===== config.mk =====
export PLATFORM = sky130hd
export DESIGN_NAME = dspm_pin_mux
export DESIGN_NICKNAME = d
export VERILOG_FILES = /design/src/rtl/dspm_pkg.sv /design/src/rtl/dspm_debug_mode.sv /design/src/rtl/dspm_pin_mux.sv
export SDC_FILE = /design/constraint.sdc
export NUM_CORES = 1
export LEC_CHECK = 0
export ABC_AREA = 1
export BUFFER_PORTS_ARGS = -buffer_cell sky130_fd_sc_hd__buf_2
export CORE_ASPECT_RATIO = 1.5
export CORE_MARGIN = 10
export CORE_UTILIZATION = 30
export CTS_CLUSTER_SIZE = 24
export DETAILED_ROUTE_END_ITERATION = 8
export PLACE_DENSITY = 0.71
export SLEW_MARGIN = 0
export SYNTH_ARGS = -nofsm -noshare
export SYNTH_HDL_FRONTEND = slang
export SYNTH_SLANG_ARGS = --single-unit

===== constraint.sdc =====
create_clock -name clock -period 1.55 [get_ports clock]
set_clock_uncertainty 0.2 [all_clocks]
set_input_delay 0.155 -clock clock [delete_from_list [all_inputs] [get_ports clock]]
set_output_delay 0.155 -clock clock [all_outputs]
set_load 0.005 [all_outputs]

===== src/rtl/dspm_pkg.sv =====
// Shared types and constants for the debug and serial pin multiplexer
package dspm_pkg;

  // Pin configuration field layout and encodings
  localparam int unsigned    CFG_W          = 4;
  localparam int unsigned    PB0_CFG_LSB    = 0;   // Port B low config [3:0]
  localparam int unsigned    PB2_CFG_LSB    = 8;   // Port B low config [11:8]
  localparam int unsigned    PC2_CFG_LSB    = 8;   // Port C low config [11:8]
  localparam logic [3:0]     CFG_ANALOG     = 4'h0;
  localparam logic [3:0]     CFG_ALT_OUT    = 4'h9;
  localparam logic [3:0]     CFG_ALT_OD     = 4'hD;
  localparam logic [3:0]     CFG_ALT_OUT_B  = 4'hB;  // Alternate push-pull, second code

  // Bit positions of single-bit controls inside wider words
  localparam int unsigned    REMAP_CH2_BIT  = 5;   // Timer 2 remap option bit
  localparam int unsigned    RELEASE_BIT    = 5;   // Debug pin release bit

  // Reset value of the pad state
  localparam logic           PAD_RST        = 1'b0;

  // Serial controller 1 function
  typedef enum logic [1:0] {
    SC_OFF,
    SC_UART,
    SC_SPI,
    SC_TWOWIRE
  } dspm_sc_mode_e;

  // Debug port mode
  typedef enum logic {
    DBG_JTAG,
    DBG_SWD
  } dspm_dbg_mode_e;

  // Drive and pull state of one pad
  typedef struct packed {
    logic analog;
    logic pull_down;
    logic pull_up;
    logic oe;
    logic out;
  } dspm_pad_s;

  // Software GPIO request for one pin
  typedef struct packed {
    logic oe;
    logic out;
  } dspm_gpio_s;

endpackage


===== src/rtl/dspm_debug_mode.sv =====
// Debug port mode tracker: JTAG after reset, serial-wire on request
`timescale 1ns/1ps
`default_nettype none
module dspm_debug_mode
  import dspm_pkg::*;
(
  input  wire logic        clock,
  input  wire logic        rst,
  input  wire logic        external_reset_low,
  input  wire logic        swd_switch_req,
  input  wire logic        jtag_switch_req,
  output dspm_dbg_mode_e   mode_q
);

  typedef struct packed {
    dspm_dbg_mode_e mode;
  } dspm_dm_state_s;

  dspm_dm_state_s st_q;
  dspm_dm_state_s st_d;

  // The switch request comes from the debug port decoder that recognises
  // the serial-wire switching sequence; this block only holds the result
  always_comb begin
    st_d = st_q;
    unique case (st_q.mode)
      DBG_JTAG: begin
        if (swd_switch_req) begin
          st_d.mode = DBG_SWD;
        end
      end
      DBG_SWD: begin
        if (jtag_switch_req) begin
          st_d.mode = DBG_JTAG;
        end
      end
    endcase
    // Pin reset held low forces JTAG and beats any pending switch
    if (!external_reset_low) begin
      st_d.mode = DBG_JTAG;
    end
  end

  // Power-up reset also lands in JTAG
  always_ff @(posedge clock) begin
    if (rst) begin
      st_q.mode <= DBG_JTAG;
    end else begin
      st_q <= st_d;
    end
  end

  assign mode_q = st_q.mode;

endmodule // dspm_debug_mode
`default_nettype wire


===== src/rtl/dspm_pin_mux.sv =====
// Pin function multiplexer for the shared serial, timer and debug pins
// Notes on behaviour
// In SPI mode, port B pin 2 feeds master or slave data input by role.
// Two-wire clock drives pin only in two-wire, open-drain config, timer output not mapped.
// In UART mode, port B pin 2 feeds the UART receive input.
// Timer 2 channel 2 drives pin with remap set, output enabled, alternate config.
// Timer 2 channel 2 capture from pin if remap set, else alternative pin.
// JTAG mode after power-up or external reset; serial-wire only via switch protocol.
// Debug clock pin is serial-wire clock or JTAG clock with pull-down.
// Port C pin 2 is GPIO when released, else JTAG data out in JTAG.
// Port C pin 2 drives async trace in serial-wire with trace and alt config.
// Port C pin 3 is GPIO when released or in serial-wire mode.
// Port C pin 3 is JTAG data in, pulled up, in JTAG unless released.
// Port C pin 4 is GPIO, JTAG mode select, or serial-wire data, pulled up.
// Port B pin 0 gives ADC reference in analog config, trace clock in alternate.
// Port B pin 0 feeds interrupt A, timer 1 clock, timer 2 clock mask.
// Pins with no special function stay under plain GPIO control.
`timescale 1ns/1ps
`default_nettype none
module dspm_pin_mux
  import dspm_pkg::*;
(
  input  wire logic           clock,
  input  wire logic           rst,
  // Configuration
  input  wire dspm_sc_mode_e  serctl1_function_select,
  input  wire logic           serctl1_spi_control,
  input  wire logic [7:0]     timer2_remap_option,
  input  wire logic           timer2_channel_enable,
  input  wire logic [15:0]    port_b_low_config,
  input  wire logic [15:0]    port_c_low_config,
  input  wire logic [7:0]     debug_pin_release_config,
  input  wire logic           core_trace_enable,
  input  wire logic           core_trace_async,
  // Debug mode control
  input  wire logic           external_reset_low,
  input  wire logic           swd_switch_req,
  input  wire logic           jtag_switch_req,
  // Peripheral and core side sources
  input  wire logic           serctl1_twowire_clock_out,
  input  wire logic           timer2_channel2_out,
  input  wire logic           timer2_channel2_alt_pin,
  input  wire logic           jtag_test_data_out,
  input  wire logic           jtag_test_data_out_oe,
  input  wire logic           serial_wire_trace_out,
  input  wire logic           serial_wire_data_out,
  input  wire logic           serial_wire_data_oe,
  input  wire logic           sync_trace_clock,
  input  wire dspm_gpio_s     gpio_pb2,
  input  wire dspm_gpio_s     gpio_pb0,
  input  wire dspm_gpio_s     gpio_pc2,
  input  wire dspm_gpio_s     gpio_pc3,
  input  wire dspm_gpio_s     gpio_pc4,
  // Pad inputs
  input  wire logic           port_b_pin_2_in,
  input  wire logic           port_b_pin_0_in,
  input  wire logic           port_c_pin_2_in,
  input  wire logic           port_c_pin_3_in,
  input  wire logic           port_c_pin_4_in,
  input  wire logic           debug_clock_pin_in,
  // Pad drive
  output dspm_pad_s           port_b_pin_2_pad_q,
  output dspm_pad_s           port_b_pin_0_pad_q,
  output dspm_pad_s           port_c_pin_2_pad_q,
  output dspm_pad_s           port_c_pin_3_pad_q,
  output dspm_pad_s           port_c_pin_4_pad_q,
  output logic                debug_clock_pull_down_q,
  // Peripheral and core side inputs
  output logic                serctl1_master_in_q,
  output logic                serctl1_slave_in_q,
  output logic                serctl1_twowire_clock_in_q,
  output logic                serctl1_uart_receive_q,
  output logic                timer2_channel2_in_q,
  output logic                jtag_test_clock_q,
  output logic                serial_wire_clock_q,
  output logic                jtag_test_data_in_q,
  output logic                jtag_mode_select_q,
  output logic                serial_wire_data_in_q,
  output logic                external_interrupt_a_q,
  output logic                timer1_external_clock_q,
  output logic                timer2_clock_mask_q,
  output logic [4:0]          gpio_in_q,
  output dspm_dbg_mode_e      debug_mode_q
);

  // Config field decoders; the alternate-output one is shared by several pins
  function automatic logic cfg_alt_out(input logic [CFG_W-1:0] f);
    cfg_alt_out = (f == CFG_ALT_OUT) || (f == CFG_ALT_OUT_B);
  endfunction

  function automatic logic cfg_alt_od(input logic [CFG_W-1:0] f);
    cfg_alt_od = (f == CFG_ALT_OD);
  endfunction

  function automatic logic cfg_analog(input logic [CFG_W-1:0] f);
    cfg_analog = (f == CFG_ANALOG);
  endfunction

  // Plain GPIO pad drive, no pulls
  function automatic dspm_pad_s gpio_pad(input dspm_gpio_s g);
    gpio_pad           = '0;
    gpio_pad.out       = g.out;
    gpio_pad.oe        = g.oe;
  endfunction

  // Whole state of the multiplexer
  typedef struct packed {
    dspm_pad_s  pb2;
    dspm_pad_s  pb0;
    dspm_pad_s  pc2;
    dspm_pad_s  pc3;
    dspm_pad_s  pc4;
    logic       dbg_clk_pd;
    logic       sc_master_in;
    logic       sc_slave_in;
    logic       sc_scl_in;
    logic       sc_rx;
    logic       t2c2_in;
    logic       jtag_test_clock;
    logic       swclk;
    logic       jtag_test_data_in;
    logic       jtag_mode_select;
    logic       swdio_in;
    logic       irq_a;
    logic       t1_clk;
    logic       t2_msk;
    logic [4:0] gpio_in;
  } dspm_state_s;

  dspm_state_s    st_q;
  dspm_state_s    st_d;
  dspm_dbg_mode_e dbg_mode;

  logic [CFG_W-1:0] pb2_cfg;
  logic [CFG_W-1:0] pb0_cfg;
  logic [CFG_W-1:0] pc2_cfg;
  logic             remap_ch2;
  logic             released;
  logic             swd;
  logic             jtag;

  // Debug mode lives in its own small tracker
  dspm_debug_mode u_dbg_mode (
    .clock              (clock),
    .rst                (rst),
    .external_reset_low (external_reset_low),
    .swd_switch_req     (swd_switch_req),
    .jtag_switch_req    (jtag_switch_req),
    .mode_q             (dbg_mode)
  );

  // Field extraction
  assign pb2_cfg   = port_b_low_config[PB2_CFG_LSB +: CFG_W];
  assign pb0_cfg   = port_b_low_config[PB0_CFG_LSB +: CFG_W];
  assign pc2_cfg   = port_c_low_config[PC2_CFG_LSB +: CFG_W];
  assign remap_ch2 = timer2_remap_option[REMAP_CH2_BIT];
  assign released  = debug_pin_release_config[RELEASE_BIT];
  assign swd       = (dbg_mode == DBG_SWD);
  assign jtag      = (dbg_mode == DBG_JTAG);

  // Next state: every pad and every peripheral input from current controls
  always_comb begin
    st_d = st_q;

    // Port B pin 2: shared serial controller and timer channel
    st_d.pb2 = gpio_pad(gpio_pb2);
    if (serctl1_function_select == SC_TWOWIRE && cfg_alt_od(pb2_cfg)
        && (!timer2_channel_enable || !remap_ch2)) begin
      // Open-drain: only ever pull low, the bus pull-up makes the high
      st_d.pb2     = '0;
      st_d.pb2.out = 1'b0;
      st_d.pb2.oe  = !serctl1_twowire_clock_out;
    end else if (remap_ch2 && timer2_channel_enable && cfg_alt_out(pb2_cfg)) begin
      st_d.pb2     = '0;
      st_d.pb2.out = timer2_channel2_out;
      st_d.pb2.oe  = 1'b1;
    end
    // SPI data inputs of serial controller are gated by mode and role so idle ones sit low; two-wire clock and UART idle high
    st_d.sc_master_in = (serctl1_function_select == SC_SPI) && serctl1_spi_control
                        && port_b_pin_2_in;
    st_d.sc_slave_in  = (serctl1_function_select == SC_SPI) && !serctl1_spi_control
                        && port_b_pin_2_in;
    st_d.sc_scl_in    = (serctl1_function_select == SC_TWOWIRE) ? port_b_pin_2_in : 1'b1;
    // UART idles high so a deselected receiver sees no start bit
    st_d.sc_rx        = (serctl1_function_select == SC_UART) ? port_b_pin_2_in : 1'b1;
    st_d.t2c2_in      = remap_ch2 ? port_b_pin_2_in : timer2_channel2_alt_pin;

    // Debug clock pin
    st_d.dbg_clk_pd = jtag;
    st_d.jtag_test_clock       = jtag ? debug_clock_pin_in : 1'b0;
    st_d.swclk      = swd ? debug_clock_pin_in : 1'b0;

    // Port C pin 2: trace output takes the pin only on an explicit alt config
    if (swd && core_trace_enable && core_trace_async && cfg_alt_out(pc2_cfg)) begin
      st_d.pc2         = '0;
      st_d.pc2.out     = serial_wire_trace_out;
      st_d.pc2.oe      = 1'b1;
      st_d.pc2.pull_up = 1'b1;
    end else if (released || swd) begin
      st_d.pc2 = gpio_pad(gpio_pc2);
    end else begin
      st_d.pc2     = '0;
      st_d.pc2.out = jtag_test_data_out;
      st_d.pc2.oe  = jtag_test_data_out_oe;
    end

    // Port C pin 3: JTAG data in unless released or in serial-wire mode
    if (released || swd) begin
      st_d.pc3  = gpio_pad(gpio_pc3);
      st_d.jtag_test_data_in = 1'b1;
    end else begin
      st_d.pc3         = '0;
      st_d.pc3.pull_up = 1'b1;
      st_d.jtag_test_data_in        = port_c_pin_3_in;
    end

    // Port C pin 4: mode select or serial-wire data
    st_d.jtag_mode_select     = 1'b1;
    st_d.swdio_in = 1'b1;
    if (released) begin
      st_d.pc4 = gpio_pad(gpio_pc4);
    end else if (swd) begin
      st_d.pc4         = '0;
      st_d.pc4.out     = serial_wire_data_out;
      st_d.pc4.oe      = serial_wire_data_oe;
      st_d.pc4.pull_up = 1'b1;
      st_d.swdio_in    = port_c_pin_4_in;
    end else begin
      st_d.pc4         = '0;
      st_d.pc4.pull_up = 1'b1;
      st_d.jtag_mode_select        = port_c_pin_4_in;
    end

    // Port B pin 0: analog reference, trace clock or GPIO
    if (cfg_analog(pb0_cfg)) begin
      st_d.pb0        = '0;
      st_d.pb0.analog = 1'b1;
    end else if (core_trace_enable && cfg_alt_out(pb0_cfg)) begin
      st_d.pb0     = '0;
      st_d.pb0.out = sync_trace_clock;
      st_d.pb0.oe  = 1'b1;
    end else begin
      st_d.pb0 = gpio_pad(gpio_pb0);
    end
    // Peripheral input paths are cut while the pad is analog; GPIO readback still sees the pin
    st_d.irq_a  = !cfg_analog(pb0_cfg) && port_b_pin_0_in;
    st_d.t1_clk = !cfg_analog(pb0_cfg) && port_b_pin_0_in;
    st_d.t2_msk = !cfg_analog(pb0_cfg) && port_b_pin_0_in;

    // GPIO readback of all five pins: pb2, pb0, pc2, pc3, pc4
    st_d.gpio_in = {port_c_pin_4_in, port_c_pin_3_in, port_c_pin_2_in,
                    port_b_pin_0_in, port_b_pin_2_in};
  end

  // State register; pads come out of reset undriven, pc3 and pc4 pulled up and the debug clock pulled down
  always_ff @(posedge clock) begin
    if (rst) begin
      st_q             <= '0;
      st_q.pc3.pull_up <= 1'b1;  // JTAG is the mode after reset
      st_q.pc4.pull_up <= 1'b1;
      st_q.dbg_clk_pd  <= 1'b1;
      st_q.sc_scl_in   <= 1'b1;
      st_q.sc_rx       <= 1'b1;
      st_q.jtag_test_data_in        <= 1'b1;
      st_q.jtag_mode_select        <= 1'b1;
      st_q.swdio_in    <= 1'b1;
    end else begin
      st_q <= st_d;
    end
  end

  // Outputs straight from the state register; debug mode straight from the tracker's register
  assign port_b_pin_2_pad_q         = st_q.pb2;
  assign port_b_pin_0_pad_q         = st_q.pb0;
  assign port_c_pin_2_pad_q         = st_q.pc2;
  assign port_c_pin_3_pad_q         = st_q.pc3;
  assign port_c_pin_4_pad_q         = st_q.pc4;
  assign debug_clock_pull_down_q    = st_q.dbg_clk_pd;
  assign serctl1_master_in_q        = st_q.sc_master_in;
  assign serctl1_slave_in_q         = st_q.sc_slave_in;
  assign serctl1_twowire_clock_in_q = st_q.sc_scl_in;
  assign serctl1_uart_receive_q     = st_q.sc_rx;
  assign timer2_channel2_in_q       = st_q.t2c2_in;
  assign jtag_test_clock_q          = st_q.jtag_test_clock;
  assign serial_wire_clock_q        = st_q.swclk;
  assign jtag_test_data_in_q        = st_q.jtag_test_data_in;
  assign jtag_mode_select_q         = st_q.jtag_mode_select;
  assign serial_wire_data_in_q      = st_q.swdio_in;
  assign external_interrupt_a_q     = st_q.irq_a;
  assign timer1_external_clock_q    = st_q.t1_clk;
  assign timer2_clock_mask_q        = st_q.t2_msk;
  assign gpio_in_q                  = st_q.gpio_in;
  assign debug_mode_q               = dbg_mode;

endmodule // dspm_pin_mux
`default_nettype wire


==> results.cfg <==
[yosys]
synth-seq-cells = 32
yosysTopAreaCell = dfxtp_1
syn_area_um2 = 1230
synth-edff-count = 0
async_reset_ff_frac = 0
ys_warn_count = 0
ys.flop_type = dfxtp_1
synth_cells = 160
yosysSeqAreaShare = 0.521
yosysUniqueCellTypes = 17
avgSynthCellArea_um2 = 7.68
synth_top_area_share = 0.521
yosys-top-cells-area = dfxtp_1 (52%), nand2_1 (9.2%), inv_1 (8.2%), buf_4 (7.9%), nor2_1 (7.9%)

[floorplan]
die_width_um = 72.3
die-area_um2 = 7110
num_rows = 28
initial_core_util = 0.310
core_area_um2 = 3960
pin_count = 129
die_height_um = 98.4

[placed_design]
placed_cells_incl_taps = 283
pre_cts_ws_ns = 0.346
dpl.hpwl_um = 3050
port_buffers = 82
gp_congestion = 0.846

[worst_setup_path]
worst-path-buf-inv = 3
cpPeakStageDelay_ns = 0.56
crit_slowest_cell = dlygate4sd3_1
required_ns = 1.51
crit_path_max_fanout = 6
cpLargestDelayFamily = buffers and inverters
critPathKind = input pin to register
r2r-start = u_dbg_mode.mode_q
startpoint_type = input pin
crit_path_start = debug_pin_release_config[5]
arrival_ns = 1.46
worstPathCellList = dlygate4sd3_1, buf_2, nand2_1, dlygate4sd3_1
setup.worst_path.end_class = register
crit_top_cell = dlygate4sd3_1

[timing]
hold_violations = 0
slew_viol_final = 0
fin_ws_ns = 0.0528
finalCriticalPeriod_ns = 1.50
fin_crit_sh = 0.966
rsz0062_at_grt = false
finalSetupTns_ns = 0
fmax_mhz = 668
setup_viol = 0

[route]
drc_errors = 0
viasPerCell = 4.23
wl_um = 4420
wl_per_cell_um = 13.4
dr.pass1.iters = 5
ant_nets = 0
vias = 1396
drt_iter0_drc = 77

[global_route]
track_usage = 0.117
grt_max_degree = 16
antenna_found_initial = 0
grt_pass1_vias = 1441
overflow = 0
grt_pass1_wl_um = 6600

[clock_network]
cts_buffers = 5
cts_tree = yes
clk_path_buf_depth = 2
clk_pin_slew_ns = 0.06
cts.sinks = 32
clk_latency_ns = 0.27
clock-root-buffer = clkbuf_8
cts_setup_buffers = 0
htree_levels = 2

[finish]
nets = 368
area_growth_pct = 72.8
multi_input_area_um2 = 400
drive_above_1_share = 0.330
final_cell_mix = buf_2 (82), dlygate4sd3_1 (39), dfxtp_1 (31), nand2_1 (30), inv_1 (27)
layout.area.seq_um2 = 642
fin_cells = 330
fill_cells = 389
final_common_cell = buf_2
insertedDiodeCount = 0

[min_path]
hold_start = core_trace_enable
hold_path.class = input pin to register

[power]
p_leak_nw = 1.18
power.density_nw_per_um2 = 910
ir_drop_mv = 0.561

[run]
drv_cap = 0

[status]
status = completed
[sequential cells by signal (all words and copies together) (netlist names), 2 cells and up]
name,cells
gpio_in_q,5
port_b_pin_0_pad_q,3
port_c_pin_2_pad_q,3
port_c_pin_3_pad_q,3
port_c_pin_4_pad_q,3
port_b_pin_2_pad_q,2
[power by group]
group | total, W | switching (W) | internal, W
combinational | 0.000286 | 0.000127 | 0.000159
clock | 0.000775 | 0.000299 | 0.000477
sequential | 0.000872 | 0.0000112 | 0.000861
[tightest hold or removal path, cell delays in order]
cell     delay, ns
buf_2         0.12
nand4_1       0.11
a21oi_2       0.05
[area by class of cell]
| class | count | area share |
|---|---|---|
| timing repair buffer | 122 | 0.381 |
| inverter | 29 | 0.0513 |
| sequential | 32 | 0.302 |
| clock inverter | 2 | 0.0165 |
| clock buffer | 6 | 0.0342 |
| multi-input combinational | 94 | 0.189 |
| tap | 45 | 0.0265 |
[worst paths after layout]
| kind | to | slack (ns) | cells past startpoint |
|---|---|---|---|
| setup / recovery | port_c_pin_4_pad_q[2] | 0.05 | 4 |
| hold / removal | port_b_pin_0_pad_q[0] | 0.008 | 3 |
| setup reg to reg | u_dbg_mode.mode_q | 0.10 | 3 |
| hold reg to reg | jtag_test_clock_q | 0.31 | 1 |
[cell families after synthesis]
family | synth area share
flops | 0.521
other cells | 0.00305
compound gates | 0.0448
simple gates | 0.244
buf+inv | 0.186
[Yosys cell counts (2+ instances only)]
cell      n
a21oi_1   5
buf_4    13
buf_6     2
dfxtp_1  32
inv_1    27
nand2_1  30
nand3_1  12
nand4_1   3
nor2_1   26
o21ai_0   3
[layer usage]
metal  share of wire  GRT usage  vias to the layer above  wire length [um]
li1                -          -                      702                 -
met1            0.34      0.103                      607              1480
met2            0.53      0.214                       75              2340
met3            0.10     0.0527                       12               459
met4           0.033     0.0583                        0               144
met5               0          0                        -                 0
[per-stage QoR]
| step | util | hold WS, ns | area (um^2) | power (W) |
|---|---|---|---|---|
| 3_5_place_dp | 0.409 | 0.130 | 1620 | 0.00110 |
| 6_report | 0.536 | 0.00828 | 2120 | 0.00193 |
| 3_3_place_gp | 0.409 | 0.126 | 1620 | 0.00109 |
| 2_1_floorplan | - | 0.0239 | 1270 | 0.00100 |
| 5_1_grt | 0.536 | 0.00424 | 2120 | 0.00202 |
| 4_1_cts | 0.530 | 0.000512 | 2100 | 0.00194 |
[timing repair]
action	in CTS	in global routing
hold endpoints to repair	28	2
gates resized for setup	0	2
hold buffers	37	5
setup endpoints to repair	0	4
Note: power is estimated with default switching activity, not from simulation.
